**config.mk**
```make
export PLATFORM = sky130hd
export DESIGN_NAME = tk_top
export DESIGN_NICKNAME = d
export VERILOG_FILES = /design/src/tk_pkg.sv /design/src/tk_if.sv /design/src/tk_sync.sv /design/src/tk_key_out.sv /design/src/tk_top.sv
export VERILOG_INCLUDE_DIRS = /design/src
export SDC_FILE = /design/constraint.sdc
export NUM_CORES = 1
export LEC_CHECK = 0
export BUFFER_PORTS_ARGS = -buffer_cell sky130_fd_sc_hd__buf_2
export CORE_UTILIZATION = 58
export CTS_CLUSTER_DIAMETER = 60
export DETAILED_ROUTE_END_ITERATION = 8
export PLACE_DENSITY = 0.9
export SLEW_MARGIN = 20
export SYNTH_ARGS = -nofsm -noshare
export SYNTH_HDL_FRONTEND = slang
export SYNTH_SLANG_ARGS = --single-unit
export TNS_END_PERCENT = 10
```
**constraint.sdc**
```tcl
create_clock -name mclk -period 4.2 [get_ports mclk]
set_input_delay 0 -clock mclk [delete_from_list [all_inputs] [get_ports mclk]]
set_output_delay 0 -clock mclk [all_outputs]
set_load 0.005 [all_outputs]
```
**src/tk_cfg.svh**
```systemverilog
`ifndef TK_CFG_SVH
`define TK_CFG_SVH

// Register byte addresses
`define TK_ADDR_CTRL 12'h000
`define TK_ADDR_STATUS 12'h004
`define TK_ADDR_INT_STAT 12'h008
`define TK_ADDR_INT_MASK 12'h00C

// Control register fields
`define TK_CTRL_OVR 0
`define TK_CTRL_SCOPE 1
`define TK_CTRL_STYLE 2
`define TK_CTRL_RST 3'h0

// Interrupt status layout: bits 7..0 touches, bit 8 serial command
`define TK_INT_CMD 8
`define TK_INT_RST 9'h000
`define TK_MASK_RST 9'h000

// Timing
`define TK_CLK_PERIOD_PS 5000
`define TK_BIT_TIME_NS 10000
`define TK_BIT_CYCLES ((`TK_BIT_TIME_NS * 1000) / `TK_CLK_PERIOD_PS)
`define TK_STRAP_WAIT 2'h2

// Serial frame lengths
`define TK_STAT_LAST 3'h7
`define TK_CMD_LAST 3'h2

`endif

```
**src/tk_pkg.sv**
```systemverilog
package tk_pkg;

  typedef logic [7:0] tk_keys_t;
  typedef logic [11:0] tk_addr_t;
  typedef logic [31:0] tk_data_t;

  typedef enum logic [1:0] {
    SER_IDLE,
    SER_START,
    SER_SEND,
    SER_CMD
  } tk_ser_t;

  // One-cycle pulse on a low-to-high change of each bit
  function automatic tk_keys_t tk_rise(input tk_keys_t cur,
                                       input tk_keys_t prev);
    tk_rise = cur & ~prev;
  endfunction : tk_rise

  // Word-aligned register decode
  function automatic logic tk_mapped(input tk_addr_t a);
    tk_mapped = (a == 12'h000) || (a == 12'h004) ||
                (a == 12'h008) || (a == 12'h00C);
  endfunction : tk_mapped

endpackage : tk_pkg

```
**src/tk_if.sv**
```systemverilog
`timescale 1ns/10ps
interface tk_if;
  import tk_pkg::*;
  tk_keys_t touched;
  logic toggle;
  tk_keys_t active;
  tk_keys_t press;

  modport ctl (output touched, output toggle, input active, input press);
  modport key (input touched, input toggle, output active, output press);
endinterface : tk_if

```
**src/tk_sync.sv**
```systemverilog
`timescale 1ns/10ps
module tk_sync #(
  parameter int W = 19
) (
  // Clock and reset
  input wire logic mclk,
  input wire logic rst_n,
  // Levels
  input wire logic [W-1:0] d,
  output logic [W-1:0] q
);
  logic [W-1:0] meta;

  // First stage feeds only the second stage
  always_ff @(posedge mclk or negedge rst_n) begin
    if (!rst_n) begin
      meta <= '0;
      q <= '0;
    end else begin
      meta <= d;
      q <= meta;
    end
  end
endmodule : tk_sync

```
**src/tk_key_out.sv**
```systemverilog
`timescale 1ns/10ps
module tk_key_out (
  // Clock and reset
  input wire logic mclk,
  input wire logic rst_n,
  // Key state link
  tk_if.key ka
);
  import tk_pkg::*;

  tk_keys_t prev;
  tk_keys_t state;
  tk_keys_t next_state;

  assign ka.press = tk_rise(ka.touched, prev);
  assign ka.active = state;

  always_comb begin
    next_state = ka.toggle ? (state ^ ka.press) : ka.touched;
  end

  always_ff @(posedge mclk or negedge rst_n) begin
    if (!rst_n) begin
      prev <= '0;
      state <= '0;
    end else begin
      prev <= ka.touched;
      state <= next_state;
    end
  end
endmodule : tk_key_out

```
**src/tk_top.sv**
```systemverilog
`include "tk_cfg.svh"
`timescale 1ns/10ps
module tk_top (
  // Clock and reset
  input wire logic mclk,
  input wire logic rst_n,
  // APB slave
  input wire tk_pkg::tk_addr_t paddr,
  input wire logic psel,
  input wire logic penable,
  input wire logic pwrite,
  input wire tk_pkg::tk_data_t pwdata,
  output tk_pkg::tk_data_t prdata,
  output logic pready,
  output logic pslverr,
  // Touch pads and straps
  input wire tk_pkg::tk_keys_t touch_input,
  input wire logic key_scan_scope_select,
  input wire logic output_style_select,
  // Open-drain key outputs
  input wire tk_pkg::tk_keys_t key_output_in,
  output tk_pkg::tk_keys_t key_output_o,
  output tk_pkg::tk_keys_t key_output_oe,
  // One-wire serial line
  input wire logic one_wire_serial_line_in,
  output logic one_wire_serial_line_o,
  output logic one_wire_serial_line_oe,
  // Interrupt
  output logic irq
);
  import tk_pkg::*;

  localparam logic [11:0] BIT_LAST = 12'(`TK_BIT_CYCLES - 1);
  // Synchronised pins
  logic [18:0] sync_q;
  tk_keys_t touch_s;
  tk_keys_t pad_s;
  logic scope_s;
  logic style_s;
  logic ser_s;

  // Strap capture
  logic [1:0] strap_cnt;
  logic strap_done;
  logic strap_any;
  logic strap_toggle;

  // Control and effective mode
  logic ctrl_ovr;
  logic ctrl_any;
  logic ctrl_toggle;
  logic eff_any;
  logic eff_toggle;

  // Interrupts
  logic [8:0] int_stat;
  logic [8:0] int_mask;
  logic [8:0] int_set;
  logic [8:0] int_clr;

  // Serial engine
  tk_ser_t ser_state;
  logic [11:0] div_cnt;
  logic tick;
  logic [2:0] bit_idx;
  tk_keys_t snap;
  logic [2:0] cmd;
  logic [2:0] next_cmd;
  logic cmd_fire;
  logic ser_prev;

  // APB decode
  logic setup;
  logic wr_en;
  tk_data_t rd_word;

  tk_if ka ();
  tk_sync #(.W(19)) u_sync (
    .mclk(mclk),
    .rst_n(rst_n),
    .d({one_wire_serial_line_in, output_style_select,
        key_scan_scope_select, key_output_in, touch_input}),
    .q(sync_q)
  );

  assign touch_s = sync_q[7:0];
  assign pad_s = sync_q[15:8];
  assign scope_s = sync_q[16];
  assign style_s = sync_q[17];
  assign ser_s = sync_q[18];

  // Straps are taken once the synchroniser holds post-reset levels;
  // later strap movement is ignored by design.
  always_ff @(posedge mclk or negedge rst_n) begin
    if (!rst_n) begin
      strap_cnt <= 2'h0;
      strap_done <= 1'b0;
      strap_any <= 1'b0;
      strap_toggle <= 1'b0;
    end else if (!strap_done) begin
      strap_cnt <= strap_cnt + 2'h1;
      if (strap_cnt == `TK_STRAP_WAIT) begin
        strap_any <= ~scope_s;
        strap_toggle <= ~style_s;
        strap_done <= 1'b1;
      end
    end
  end

  assign eff_any = ctrl_ovr ? ctrl_any : strap_any;
  assign eff_toggle = ctrl_ovr ? ctrl_toggle : strap_toggle;

  assign ka.touched = eff_any ? touch_s : {7'h00, touch_s[0]};
  assign ka.toggle = eff_toggle;

  tk_key_out u_key (
    .mclk(mclk),
    .rst_n(rst_n),
    .ka(ka)
  );

  // Outputs stay released until the straps are known
  always_ff @(posedge mclk or negedge rst_n) begin
    if (!rst_n) begin
      key_output_o <= 8'h00;
      key_output_oe <= 8'h00;
    end else begin
      key_output_o <= 8'h00;
      key_output_oe <= strap_done ? ka.active : 8'h00;
    end
  end

  // Divider gives a one-cycle tick per serial bit, restarted per frame
  always_ff @(posedge mclk or negedge rst_n) begin
    if (!rst_n) begin
      div_cnt <= 12'h000;
      tick <= 1'b0;
    end else if (ser_state == SER_IDLE || ser_state == SER_START) begin
      div_cnt <= 12'h000;
      tick <= 1'b0;
    end else if (div_cnt == BIT_LAST) begin
      div_cnt <= 12'h000;
      tick <= 1'b1;
    end else begin
      div_cnt <= div_cnt + 12'h001;
      tick <= 1'b0;
    end
  end

  // Host bits are active low, like the straps
  assign next_cmd = {~ser_s, cmd[2:1]};
  assign cmd_fire = (ser_state == SER_CMD) && tick &&
                    (bit_idx == `TK_CMD_LAST);

  always_ff @(posedge mclk or negedge rst_n) begin
    if (!rst_n) begin
      ser_state <= SER_IDLE;
      bit_idx <= 3'h0;
      snap <= 8'h00;
      cmd <= 3'h0;
      ser_prev <= 1'b1;
    end else begin
      ser_prev <= ser_s;
      case (ser_state)
        SER_IDLE: begin
          // Falling edge only: a low last command slot is no new start
          if (!ser_s && ser_prev && strap_done) begin
            ser_state <= SER_START;
          end
        end
        SER_START: begin
          if (ser_s) begin
            snap <= ka.active;
            bit_idx <= 3'h0;
            ser_state <= SER_SEND;
          end
        end
        SER_SEND: begin
          if (tick) begin
            if (bit_idx == `TK_STAT_LAST) begin
              bit_idx <= 3'h0;
              ser_state <= SER_CMD;
            end else begin
              bit_idx <= bit_idx + 3'h1;
            end
          end
        end
        SER_CMD: begin
          if (tick) begin
            cmd <= next_cmd;
            if (bit_idx == `TK_CMD_LAST) begin
              bit_idx <= 3'h0;
              ser_state <= SER_IDLE;
            end else begin
              bit_idx <= bit_idx + 3'h1;
            end
          end
        end
        default: begin
          ser_state <= SER_IDLE;
        end
      endcase
    end
  end

  // A zero status bit is sent by pulling the line low for a bit time
  always_ff @(posedge mclk or negedge rst_n) begin
    if (!rst_n) begin
      one_wire_serial_line_o <= 1'b0;
      one_wire_serial_line_oe <= 1'b0;
    end else begin
      one_wire_serial_line_o <= 1'b0;
      one_wire_serial_line_oe <= (ser_state == SER_SEND) &&
                                 !snap[bit_idx];
    end
  end

  // APB access phase always completes in its first cycle
  assign setup = psel && !penable;
  assign wr_en = psel && penable && pready && pwrite;

  // Control: serial command applied after a same-cycle bus write
  always_ff @(posedge mclk or negedge rst_n) begin
    if (!rst_n) begin
      ctrl_ovr <= 1'b0;
      ctrl_any <= 1'b0;
      ctrl_toggle <= 1'b0;
    end else begin
      if (wr_en && paddr == `TK_ADDR_CTRL) begin
        ctrl_ovr <= pwdata[`TK_CTRL_OVR];
        ctrl_any <= pwdata[`TK_CTRL_SCOPE];
        ctrl_toggle <= pwdata[`TK_CTRL_STYLE];
      end
      if (cmd_fire && next_cmd[0]) begin
        ctrl_ovr <= 1'b1;
        ctrl_any <= next_cmd[1];
        ctrl_toggle <= next_cmd[2];
      end
    end
  end

  assign int_set = {cmd_fire, ka.press};
  assign int_clr = (wr_en && paddr == `TK_ADDR_INT_STAT) ?
                   pwdata[8:0] : 9'h000;

  // New events win over a write-one clear in the same cycle
  always_ff @(posedge mclk or negedge rst_n) begin
    if (!rst_n) begin
      int_stat <= `TK_INT_RST;
    end else begin
      int_stat <= (int_stat & ~int_clr) | int_set;
    end
  end

  always_ff @(posedge mclk or negedge rst_n) begin
    if (!rst_n) begin
      int_mask <= `TK_MASK_RST;
    end else if (wr_en && paddr == `TK_ADDR_INT_MASK) begin
      int_mask <= pwdata[8:0];
    end
  end

  always_ff @(posedge mclk or negedge rst_n) begin
    if (!rst_n) begin
      irq <= 1'b0;
    end else begin
      irq <= |(int_stat & int_mask);
    end
  end

  always_comb begin
    rd_word = 32'h0000_0000;
    case (paddr)
      `TK_ADDR_CTRL: begin
        rd_word[`TK_CTRL_OVR] = ctrl_ovr;
        rd_word[`TK_CTRL_SCOPE] = ctrl_any;
        rd_word[`TK_CTRL_STYLE] = ctrl_toggle;
      end
      `TK_ADDR_STATUS: begin
        rd_word = {12'h000, strap_toggle, strap_any, eff_toggle,
                   eff_any, pad_s, ka.active};
      end
      `TK_ADDR_INT_STAT: begin
        rd_word = {23'h000000, int_stat};
      end
      `TK_ADDR_INT_MASK: begin
        rd_word = {23'h000000, int_mask};
      end
      default: rd_word = 32'h0000_0000;
    endcase
  end

  // Read data and response are latched in the setup cycle
  always_ff @(posedge mclk or negedge rst_n) begin
    if (!rst_n) begin
      pready <= 1'b0;
      pslverr <= 1'b0;
      prdata <= 32'h0000_0000;
    end else if (setup) begin
      pready <= 1'b1;
      pslverr <= !tk_mapped(paddr);
      prdata <= pwrite ? 32'h0000_0000 : rd_word;
    end else begin
      pready <= 1'b0;
      pslverr <= 1'b0;
    end
  end
endmodule : tk_top

```
==> out/summary.txt <==
Die Height: 102 um
starting DRC count in detailed routing: 257
IO Port Bufs: 76
layout cell share with drive strength beyond 1: 0.253
DIE AREA: 0.0104 mm^2
RSZ-0062 raised after global routing: false
total grt overflow: 0
worst skew pair latency: 540 ps
commonest non-fill, non-tap cell in the layout: dfrtp_1
ANT cells: 0
detailed-route DRC error count: 0
top cells by area, synth: dfrtp_1 61%, mux2_2 3.9%, buf_4 3.0%, nand2_1 3.0%, ha_1 2.4%
Slew @ Worst Pin: 898 ps
final core occ: 0.733
Final Cell Area: 0.00713 mm^2
Final ANT Viol Nets: 0
# setup viols final: 0
DRT Pass-1 Iters: 5
WL/cell: 18.1 um
Tcrit/Tclk final: 0.502
crit path time final: 2110 ps
H-tree depth: 4
fill count: 610
FF+latch count, synth: 141
Worst Slack Setup Final: 2090 ps
reg2reg start: div_cnt[4]$_DFF_PN0_
Total Wirelength: 13.1 mm
number of vias per cell: 5.63
cell count after synthesis: 454
first-pass GRT wire length: 20.6 mm
hold path cells: 5
initial antenna violation count: 0
syn avg cell area: 12.7 um^2
R2R setup slack: 2360 ps
Psw: 0.938 mW
final-stage net count: 655
max-cap viol count: 0
worst r2r dst: div_cnt[9]$_DFF_PN0_
Synth Warn #: 0
Max-slew headroom: 0.401
Hold EP: ctrl_ovr$_DFFE_PN0P_
GRT Total Usage: 0.275
CP Launch Type: primary input
RePlAce Congestion: 0.805
overall power: 3.31 mW
P&R area growth vs syn: 23.2%
Final Hold Fails: 0
Placed Cells: 652
Placed Area: 0.00620 mm^2
crit-path max FO: 6
P_int: 2.37 mW
clk_skew: 8.92 ps
Synth async-reset ratio: 1.00
Leakage: 3.47 nW
Clk Tree Root Cell: clkbuf_8
Reg power frac: 0.452
HP Class: in2reg
Post-Layout Cell Count: 722
combinational share of power: 0.131
IO Count: 121
num rows: 36
Critical Path AT: 2560 ps
die width: 102 um
pwr dens: 465 mW/mm^2
Synth Cell Area: 0.00578 mm^2
most frequent cells in the layout: 140 x dfrtp_1, 75 x buf_2, 46 x nand2_1
WHS: 34.8 ps
r2r worst-path depth: 4
Max clock buf depth: 2
HP Start: paddr[1]
worst vdd ir: 0.000302 V
CTS tree: yes
Switching Fraction: 0.283
vias in the first global route: 4101
initial core utilization: 0.595
dominant cell type by area after synthesis: dfrtp_1
routed via count: 4068
Clock transition at path regs: 70 ps
commonest register cell after synthesis: dfrtp_1
Detailed Place HPWL: 7.81 mm
post-synth top area share: 0.606
crit end category: register
Peak Freq: 0.475 GHz
clock share of power: 0.417
core area: 0.00973 mm^2
setup_tns: 0 ps
WP data required: 4650 ps
largest net degree at the start of global routing: 86
synth unique cells: 49
Post-synth EDFFs: 0
outcome: finished clean
total CTS buffers: 17
clock sinks: 141
Slew Viols, Final: 0
DP Worst Slack: 2270 ps
sequential fraction of the synthesis area: 0.610
Crit Path Class: in2reg
## Yosys cell counts (all sizes together) (3+ instances only)
cell type and number:
dfrtp 140, nand2 46, mux2 30, buf 26
nor2 26, inv 20, o21ai 18, a22o 15
and2 15, nand3 13, ha 11, xnor2 9
nand3b 8, o41ai 8, a22oi 7, a21oi 6
clkbuf 6, mux2i 5, mux4 5, nor4 5
nand2b 4, nor3 4, nand4 3, nor2b 3
## layout make-up
class / count / area (um^2) / area share
Sequential cell: 141 / 3530 / 0.495
Multi-Input combinational cell: 281 / 2040 / 0.286
Timing Repair Buffer: 115 / 774 / 0.109
Inverter: 20 / 75.1 / 0.0105
Clock inverter: 14 / 126 / 0.0177
Tap cell: 133 / 166 / 0.0233
Clock buffer: 18 / 418 / 0.0586
## cell families (layout without fill, tap and decap cells)
group,count (synthesis),count (layout),share of synthesized area
compound gates,63,63,0.0883
flops,141,141,0.610
buf+inv,52,167,0.0504
fa+ha+maj,11,11,0.0238
simple gates,135,135,0.124
mux,40,40,0.0865
other cells,1,21,0.000648
xor+xnor,11,11,0.0167
## registers in the layout (all words and copies together) (netlist names), 2 cells and up
| register | count |
|---|---|
| div_cnt | 12 |
| int_mask | 9 |
| u_sync.meta | 19 |
| u_sync.q | 19 |
| ser_state | 2 |
| u_key.prev | 8 |
| key_output_oe | 8 |
| strap_cnt | 2 |
| u_key.ka.active | 8 |
| snap | 8 |
| bit_idx | 3 |
| cmd | 2 |
| int_stat | 9 |
| prdata | 20 |
## power by group through the flow
stage	Combinational [mW]	Sequential (mW)	Clock, mW
4_1_cts	0.433	1.49	1.39
2_1_floorplan	0.302	1.50	0
6_report	0.432	1.50	1.38
3_5_place_dp	0.399	1.52	0
3_3_place_gp	0.372	1.51	0
5_1_grt	0.481	1.51	1.46
## worst max-delay path, stage by stage
cell and delay [ps]:
dlygate4sd3_1 530, buf_2 130, nor4_4 210, dlygate4sd3_1 630, nand4_2 120, dlygate4sd3_1 690
o21ai_0 240
## worst max-delay path by stage
stage | start | endpoint | slack (ps) | cells after the start
final | paddr[4] | prdata[7]$_DFFE_PN0P_ | 2090 | 7
after detailed placement | paddr[2] | prdata[15]$_DFFE_PN0P_ | 2270 | 4
after global placement | paddr[2] | prdata[9]$_DFFE_PN0P_ | 2350 | 4
after global routing | paddr[4] | prdata[12]$_DFFE_PN0P_ | 1960 | 7
after floorplan | bit_idx[0]$_DFFE_PN0P_ | ser_state[1]$_DFFE_PN0P_ | 2630 | 5
after CTS | paddr[4] | prdata[7]$_DFFE_PN0P_ | 2110 | 7
## what timing repair did
item	4_1_cts	5_1_grt
buffers inserted	0	0
endpoints found under the hold margin	134	0
hold buffers	38	0
resized for setup	0	0
## metal layers
layer / track usage / up-vias / wire (um)
met3: 0.0876 / 55 / 868
met4: 0.147 / 0 / 606
li1: - / 1786 / -
met1: 0.334 / 2017 / 5100
met5: 0 / - / 0
met2: 0.441 / 210 / 6500
No activity file was read; power rests on OpenSTA's default activity.
